--- src/isq_pkg.sv ---
// shared constants and types of the instruction sequencer
package isq_pkg;

  // ==========================================================
  // widths
  localparam int PC_W = 10;
  localparam int PCL_W = 8;
  localparam int PAGE_W = 2;
  localparam int WORD_W = 14;
  localparam int STK_DEPTH = 2;
  localparam int LVL_W = 2;
  localparam int APB_AW = 12;
  localparam int APB_DW = 32;

  // ==========================================================
  // reset values and vectors
  localparam logic [PC_W-1:0] RESET_VECTOR = 10'h000;
  localparam logic [PC_W-1:0] PC_ONE = 10'h001;
  localparam logic [LVL_W-1:0] LVL_EMPTY = 2'h0;
  localparam logic [LVL_W-1:0] LVL_ONE = 2'h1;
  localparam logic [LVL_W-1:0] LVL_FULL = 2'h2;
  localparam logic [WORD_W-1:0] WORD_ZERO = 14'h0000;

  // ==========================================================
  // register map
  localparam logic [APB_AW-1:0] PCL_OFFSET = 12'h000;
  localparam logic [APB_DW-1:0] RDATA_ZERO = 32'h00000000;

  // ==========================================================
  // types
  // instruction phases, gray coded along the cycle
  typedef enum logic [1:0] {
    PH_T1 = 2'h0,
    PH_T2 = 2'h1,
    PH_T3 = 2'h3,
    PH_T4 = 2'h2
  } isq_phase_e;

  // flow effect reported by the executor for the current instruction
  typedef enum logic [2:0] {
    FLOW_SEQ = 3'h0,
    FLOW_JUMP = 3'h1,
    FLOW_CALL = 3'h2,
    FLOW_RET = 3'h3,
    FLOW_INTERRUPT_EXIT_INSTR = 3'h4,
    FLOW_SKIP = 3'h5
  } isq_flow_e;

  typedef struct packed {
    isq_flow_e flow;
    logic [PC_W-1:0] target;
  } isq_exec_s;

  typedef struct packed {
    logic [PC_W-1:0] addr;
    logic [WORD_W-1:0] word;
    logic valid;
  } isq_instr_s;

endpackage

--- src/isq_top.sv ---
// instruction sequencer: phases, prefetch pipeline, program counter and return stack
//
// Chosen here: the register offsets and the APB slave port.
`timescale 1ns/1ps

module isq_top
(
  input wire logic REF_CLK,
  input wire logic RST,
  // program memory
  output logic [isq_pkg::PC_W-1:0] PM_ADDR,
  input wire logic [isq_pkg::WORD_W-1:0] PM_DATA,
  // executor side
  output isq_pkg::isq_instr_s INSTR,
  output isq_pkg::isq_phase_e PHASE,
  input wire isq_pkg::isq_exec_s EXEC,
  // interrupt request logic
  input wire logic IRQ_REQ,
  input wire logic [isq_pkg::PC_W-1:0] IRQ_VECTOR,
  output logic IRQ_ACK,
  output logic STACK_FULL,
  // apb slave
  input wire logic [isq_pkg::APB_AW-1:0] PADDR,
  input wire logic PSEL,
  input wire logic PENABLE,
  input wire logic PWRITE,
  input wire logic [isq_pkg::APB_DW-1:0] PWDATA,
  output logic [isq_pkg::APB_DW-1:0] PRDATA,
  output logic PREADY,
  output logic PSLVERR
);

  // ==========================================================
  // timing overview
  // four clocks make one instruction cycle, T1 to T4
  // the T1 edge fetches the word at the program counter and steps the counter
  // the T4 edge applies the flow of the executing instruction and moves the fetched word into the execute slot
  // a flow change leaves a dummy slot, so a branch costs a second instruction cycle
  // the executor must present its flow report during T4, it is ignored otherwise

  // ==========================================================
  // state
  isq_pkg::isq_phase_e phase_reg;
  isq_pkg::isq_phase_e phase_next;
  logic [isq_pkg::PC_W-1:0] pc_reg;
  logic [isq_pkg::PC_W-1:0] pc_next;
  logic [isq_pkg::PC_W-1:0] fetch_addr_reg;
  logic [isq_pkg::WORD_W-1:0] fetch_word_reg;
  isq_pkg::isq_instr_s ir_reg;
  logic [isq_pkg::PC_W-1:0] stk_reg [isq_pkg::STK_DEPTH];
  logic [isq_pkg::LVL_W-1:0] lvl_reg;
  logic ack_reg;
  logic [isq_pkg::APB_DW-1:0] prdata_reg;

  // ==========================================================
  // decode of the current cycle
  logic cycle_end;
  logic fetch_edge;
  logic stk_full;
  logic hit;
  logic pcl_wr;
  logic slot_end;
  logic do_push;
  logic do_pop;
  logic irq_take;
  logic flush;
  isq_pkg::isq_flow_e flow;
  logic [isq_pkg::PC_W-1:0] push_val;

  // low byte jump keeps the page of the instruction doing the write
  function automatic logic [isq_pkg::PC_W-1:0] page_jump
  (
    input logic [isq_pkg::PC_W-1:0] base,
    input logic [isq_pkg::PCL_W-1:0] low
  );
    page_jump = {base[isq_pkg::PC_W-1:isq_pkg::PCL_W], low};
  endfunction

  // low byte as a bus word, upper bits read back as zero
  function automatic logic [isq_pkg::APB_DW-1:0] low_byte_word
  (
    input logic [isq_pkg::PC_W-1:0] addr
  );
    low_byte_word = {{(isq_pkg::APB_DW - isq_pkg::PCL_W){1'b0}}, addr[isq_pkg::PCL_W-1:0]};
  endfunction

  // next phase in the gray sequence
  always_comb
  begin
    unique case (phase_reg)
      isq_pkg::PH_T1: phase_next = isq_pkg::PH_T2;
      isq_pkg::PH_T2: phase_next = isq_pkg::PH_T3;
      isq_pkg::PH_T3: phase_next = isq_pkg::PH_T4;
      isq_pkg::PH_T4: phase_next = isq_pkg::PH_T1;
    endcase
  end

  // phase counter runs free from reset
  always_ff @(posedge REF_CLK)
  begin
    if (RST)
      phase_reg <= isq_pkg::PH_T1;
    else
      phase_reg <= phase_next;
  end

  // phase strobes, stack level and register decode
  assign fetch_edge = (phase_reg == isq_pkg::PH_T1);
  assign cycle_end = (phase_reg == isq_pkg::PH_T4);
  assign stk_full = (lvl_reg == isq_pkg::LVL_FULL);
  assign hit = (PADDR == isq_pkg::PCL_OFFSET);
  // a software write lands only on the last phase, so the pipeline sees it once
  assign pcl_wr = PSEL && PENABLE && PWRITE && hit && cycle_end;

  // last phase of a cycle that no software write has claimed
  assign slot_end = cycle_end && !pcl_wr;

  // flow of the executing instruction; a dummy slot never changes flow
  assign flow = ir_reg.valid ? EXEC.flow : isq_pkg::FLOW_SEQ;

  // interrupts wait while the stack is full, the request stays with its source
  // a dummy slot counts as sequential, so a return that frees a level lets it in
  assign irq_take = IRQ_REQ && !stk_full && slot_end
    && (flow == isq_pkg::FLOW_SEQ);

  // calls push even on a full stack
  assign do_push = slot_end
    && ((flow == isq_pkg::FLOW_CALL) || irq_take);
  assign do_pop = slot_end
    && ((flow == isq_pkg::FLOW_RET) || (flow == isq_pkg::FLOW_INTERRUPT_EXIT_INSTR));

  // return address is the prefetched one, which the flush then discards
  assign push_val = fetch_addr_reg;

  // any flow change drops the prefetched word and leaves a dummy slot
  assign flush = cycle_end && (pcl_wr || irq_take
    || (flow != isq_pkg::FLOW_SEQ));

  // program counter next value
  // fetch step first, then software write, interrupt and executor flow
  always_comb
  begin
    pc_next = pc_reg;
    if (fetch_edge)
      pc_next = pc_reg + isq_pkg::PC_ONE;
    else if (cycle_end)
    begin
      if (pcl_wr)
        pc_next = page_jump(ir_reg.addr, PWDATA[isq_pkg::PCL_W-1:0]);
      else if (irq_take)
        pc_next = IRQ_VECTOR;
      else
      begin
        unique case (flow)
          isq_pkg::FLOW_JUMP: pc_next = EXEC.target;
          isq_pkg::FLOW_CALL: pc_next = EXEC.target;
          isq_pkg::FLOW_RET: pc_next = stk_reg[0];
          isq_pkg::FLOW_INTERRUPT_EXIT_INSTR: pc_next = stk_reg[0];
          isq_pkg::FLOW_SKIP: pc_next = pc_reg;
          isq_pkg::FLOW_SEQ: pc_next = pc_reg;
          default: pc_next = pc_reg;
        endcase
      end
    end
  end

  // program counter, loaded from the reset vector
  always_ff @(posedge REF_CLK)
  begin
    if (RST)
      pc_reg <= isq_pkg::RESET_VECTOR;
    else
      pc_reg <= pc_next;
  end

  // fetch stage: the next word is read while the current one executes
  // the memory is read combinationally, its word must settle within T1
  always_ff @(posedge REF_CLK)
  begin
    if (RST)
    begin
      fetch_addr_reg <= isq_pkg::RESET_VECTOR;
      fetch_word_reg <= isq_pkg::WORD_ZERO;
    end
    else if (fetch_edge)
    begin
      fetch_addr_reg <= pc_reg;
      fetch_word_reg <= PM_DATA;
    end
  end

  // execute stage: fetched word moves in at the cycle boundary
  // a flushed slot keeps its address, so a low byte read still names it
  always_ff @(posedge REF_CLK)
  begin
    if (RST)
    begin
      ir_reg.addr <= isq_pkg::RESET_VECTOR;
      ir_reg.word <= isq_pkg::WORD_ZERO;
      ir_reg.valid <= 1'b0;
    end
    else if (cycle_end)
    begin
      ir_reg.addr <= fetch_addr_reg;
      ir_reg.word <= fetch_word_reg;
      ir_reg.valid <= !flush;
    end
  end

  // ==========================================================
  // return stack
  // entry 0 is the top; a push shifts down so the oldest falls off when full
  // there is no overflow flag, software must keep calls within two levels
  always_ff @(posedge REF_CLK)
  begin
    if (RST)
    begin
      stk_reg[0] <= isq_pkg::RESET_VECTOR;
      stk_reg[1] <= isq_pkg::RESET_VECTOR;
    end
    else if (do_push)
    begin
      stk_reg[0] <= push_val;
      stk_reg[1] <= stk_reg[0];
    end
    else if (do_pop)
    begin
      stk_reg[0] <= stk_reg[1];
      stk_reg[1] <= stk_reg[1];
    end
  end

  // level pointer; no bus path reaches it or the entries
  // a pop on an empty stack leaves the level at empty
  always_ff @(posedge REF_CLK)
  begin
    if (RST)
      lvl_reg <= isq_pkg::LVL_EMPTY;
    else if (do_push && !stk_full)
      lvl_reg <= lvl_reg + isq_pkg::LVL_ONE;
    else if (do_push)
      lvl_reg <= isq_pkg::LVL_FULL;
    else if (do_pop && (lvl_reg != isq_pkg::LVL_EMPTY))
      lvl_reg <= lvl_reg - isq_pkg::LVL_ONE;
  end

  // acknowledge pulse toward the request logic
  // one clock wide; the requester clears its flag on seeing it
  always_ff @(posedge REF_CLK)
  begin
    if (RST)
      ack_reg <= 1'b0;
    else
      ack_reg <= irq_take;
  end

  // ==========================================================
  // apb slave
  // read data is captured in the setup cycle so it comes from a flop
  always_ff @(posedge REF_CLK)
  begin
    if (RST)
      prdata_reg <= isq_pkg::RDATA_ZERO;
    else if (PSEL && !PENABLE)
    begin
      if (hit)
        prdata_reg <= low_byte_word(ir_reg.addr);
      else
        prdata_reg <= isq_pkg::RDATA_ZERO;
    end
  end

  // writes wait for the last phase; reads and errors answer at once
  assign PREADY = !(PSEL && PENABLE && PWRITE && hit) || cycle_end;

  // only the low byte is mapped, any other offset answers with an error
  assign PSLVERR = PSEL && PENABLE && !hit;

  // read data straight from its flop, held until the next setup cycle
  assign PRDATA = prdata_reg;

  // ==========================================================
  // outputs
  // all of them come straight from registers or one level of decode
  assign PM_ADDR = pc_reg;
  assign INSTR = ir_reg;
  assign PHASE = phase_reg;
  assign IRQ_ACK = ack_reg;
  assign STACK_FULL = stk_full;

endmodule

--- config.mk ---
export PLATFORM = sky130hd
export DESIGN_NAME = isq_top
export DESIGN_NICKNAME = d
export VERILOG_FILES = /design/src/isq_pkg.sv /design/src/isq_top.sv
export SDC_FILE = /design/constraint.sdc
export NUM_CORES = 1
export LEC_CHECK = 0
export BUFFER_PORTS_ARGS = -buffer_cell sky130_fd_sc_hd__clkbuf_2
export CORE_MARGIN = 3
export CORE_UTILIZATION = 50
export DETAILED_ROUTE_END_ITERATION = 7
export PLACE_DENSITY_LB_ADDON = 0.3
export REMOVE_ABC_BUFFERS = 1
export SKIP_LAST_GASP = 1
export SYNTH_ARGS = -nofsm -noshare
export SYNTH_HDL_FRONTEND = slang
export SYNTH_SLANG_ARGS = --single-unit
export TNS_END_PERCENT = 50
--- constraint.sdc ---
create_clock -name REF_CLK -period 2.45 [get_ports REF_CLK]
set_clock_uncertainty 0.1 [all_clocks]
set_input_delay 0.49 -clock REF_CLK [delete_from_list [all_inputs] [get_ports REF_CLK]]
set_output_delay 0.49 -clock REF_CLK [all_outputs]
set_load 0.05 [all_outputs]
==> results.py <==
metrics = {
    "clocking": {
        "clkSinkCount": 92,
        "cts-htree-levels": 3,
        "cts-root-buf": "clkbuf_8",
        "cts_setup_buffers": 0,
        "holdBufCountCts": 0,
        "cts_resized": 0,
        "path_clk_slew_ps": 100,
        "insertion_delay_ps": 360,
        "cts_tree": "done",
        "clockBufferDepth": 2,
        "cts_inserted_buffers": 9,
    },
    "finish": {
        "utilization_pct": 62.0,
        "antennaDiodeCount": 0,
        "area_growth_pct": 18.7,
        "nFillCells": 732,
        "drive_above_1_share_pct": 28.0,
        "final_nets": 693,
        "final_cell_area_um2": 5140,
        "largest_reg_flops": 25,
    },
    "die": {
        "die_y_um": 99.1,
        "io_pins": 160,
        "die_x_um": 99.1,
        "coreArea_um2": 8300,
        "start_util_pct": 52.2,
        "rows": 33,
        "dieArea_um2": 9820,
    },
    "min_path": {
        "worstHoldPathType": "in -> reg",
    },
    "timing": {
        "rsz0062_at_grt": "yes",
        "max_freq_ghz": 0.423,
        "worstMarginPinSlew_ps": 535,
        "whs_ps": 235,
        "drv_slew": 0,
        "finalSetupViolations": 0,
        "period_share_pct": 96.6,
        "hold_viol": 0,
        "slew_headroom_pct": 64.3,
        "fin_crit_ps": 2370,
    },
    "route": {
        "viasPerCell": 5.46,
        "drc": 0,
        "vias": 3892,
        "first_pass_iters": 5,
        "post_drt_wl_per_cell_um": 15.5,
        "detail-route-antenna-nets": 0,
        "drtIter0Drc": 256,
        "totalWireLength_um": 11100,
    },
    "global_route": {
        "grt-ovfl-total": 0,
        "antenna_found_initial": 0,
        "track_usage_pct": 22.6,
        "grt_max_degree": 50,
        "grt_pass1_vias": 3668,
        "grt_pass1_wl_um": 17800,
    },
    "critical_path": {
        "cp.arrival_ps": 2570,
        "cp.required_ps": 2650,
        "cp_top_family": "compound AO/OA/AOI/OAI gates",
        "crit_start": "lvl_reg[0]$_SDFFE_PP0P_",
        "path_depth": 8,
        "slowest_stage": "nand3b_2",
        "worst-path-buf-inv": 1,
        "slowest_delay_ps": 380,
        "r2r_end": "PM_ADDR[5]$_SDFFE_PP0P_",
        "endpoint": "PM_ADDR[5]$_SDFFE_PP0P_",
        "worst_setup_path_end_kind": "flop",
        "rr_startpoint": "lvl_reg[0]$_SDFFE_PP0P_",
        "startpoint_type": "flop",
        "critical_path_class": "reg -> reg",
        "path_cells": "inv_1, ha_1, nand2b_1, nand3b_2, a41oi_4, a21oi_1, a211o_1, nor2_1",
        "r2r.worst_path.cells": 8,
        "cp_max_fo": 7,
        "r2r_setup_slack_ps": 80,
    },
    "placed_design": {
        "dp.final_hpwl_um": 8150,
        "dpl_cell_area_um2": 4950,
        "portBuffers": 111,
        "gp_congestion": 0.874,
    },
    "synthesis": {
        "synth_commonest_cells": "nand2_1, dfxtp_1, a21oi_1",
        "syn_inst": 491,
        "ys_types": 54,
        "ys_async_sr_fraction_pct": 0,
        "postSynthAreaPerCell_um2": 8.82,
        "synth-seq-cells": 92,
        "synth-edff-count": 20,
        "ys.flop_type": "dfxtp_1",
        "netlist_area_um2": 4330,
        "ys_top_cells_by_area": "dfxtp_1, edfxtp_1, nand2_1",
        "yosysMostFrequentCell": "nand2_1",
        "synth_top_area_share_pct": 33.3,
        "synth_top_area_cell": "dfxtp_1",
        "synth.yosys.seq_area_share_pct": 47.1,
        "yosysWarnings": 0,
    },
    "run": {
        "maxCapViolations": 0,
    },
    "pwr": {
        "peakVddDrop_mv": 0.339,
        "leakage_nw": 2.10,
        "power_density_nw_per_um2": 614,
        "power_mw": 3.16,
    },
    "run_status": {
        "outcome": "completed",
    },
}
==> layer usage <==
| metal | part of all wire (%) | routed length, um | track usage (%) | up-vias |
|---|---|---|---|---|
| met5 | 0 | 0 | 0 | - |
| met4 | 3.8 | 420 | 11.3 | 0 |
| met3 | 5.8 | 645 | 3.79 | 29 |
| met2 | 47 | 5220 | 36.6 | 151 |
| met1 | 43 | 4780 | 29.4 | 1817 |
| li1 | - | - | - | 1895 |
==> metrics by stage <==
stage	instances	setup TNS, ps	setup slack [ps]
2_1_floorplan	460	-9000	-384
3_3_place_gp	697	0	158
3_5_place_dp	697	0	103
4_1_cts	713	0	62.9
5_1_grt	713	-729	-88.2
6_report	713	0	83.8
==> placed cells by master (no fill, tap or decap), types with 10 or more instances in the layout <==
| master | netlist | final |
|---|---|---|
| and2_1 | 10 | 10 |
| nor2_1 | 22 | 20 |
| buf_4 | 25 | 21 |
| a21oi_1 | 61 | 61 |
| conb_1 | 1 | 24 |
| o21ai_0 | 12 | 12 |
| clkbuf_2 | 0 | 111 |
| dfxtp_1 | 72 | 72 |
| edfxtp_1 | 20 | 20 |
| nand2_1 | 120 | 120 |
| a22o_1 | 11 | 11 |
==> how the worst min path moves through the flow <==
stage,from,endpoint,slack [ps],cells after the start
floorplan,fetch_word_reg[9]$_SDFFE_PP0P_,INSTR[10]$_SDFFE_PP0P_,330,2
global placement,fetch_word_reg[7]$_SDFFE_PP0P_,INSTR[8]$_SDFFE_PP0P_,340,2
detailed placement,INSTR[1]$_SDFFE_PP0P_,INSTR[1]$_SDFFE_PP0P_,350,2
CTS,PM_DATA[4],fetch_word_reg[4]$_SDFFE_PP0P_,220,3
global route,PM_DATA[13],fetch_word_reg[13]$_SDFFE_PP0P_,240,3
finish,PM_DATA[4],fetch_word_reg[4]$_SDFFE_PP0P_,230,3
==> worst min-delay path, delay by kind of cell <==
kind	cells	cell delay, ps
compound gates	1	50
simple gates	1	40
buf+inv	1	80
==> logic make-up after synthesis <==
| group | after synthesis | share of synthesized area [%] |
|---|---|---|
| fa+ha+maj | 3 | 0.866 |
| xor+xnor | 2 | 0.404 |
| flops | 92 | 47.1 |
| other cells | 1 | 0.0865 |
| compound gates | 129 | 19.9 |
| simple gates | 200 | 22.3 |
| buf+inv | 56 | 7.51 |
| mux | 8 | 1.85 |
==> cell type report <==
| cell class | instances | area, um2 | share of cell area (%) |
|---|---|---|---|
| Tap cell | 105 | 131 | 2.55 |
| Clock inverter | 7 | 62.6 | 1.22 |
| Clock buffer | 9 | 124 | 2.41 |
| Timing Repair Buffer | 132 | 713 | 13.9 |
| Inverter | 2 | 7.51 | 0.146 |
| Multi-Input combinational cell | 366 | 2060 | 40.1 |
| Sequential cell | 92 | 2040 | 39.7 |
==> where the power goes <==
part	internal [mW]	switching [mW]
clock network	0.394	0.590
logic	0.149	0.373
registers	1.61	0.0478
No activity file was read; power rests on OpenSTA's default activity.
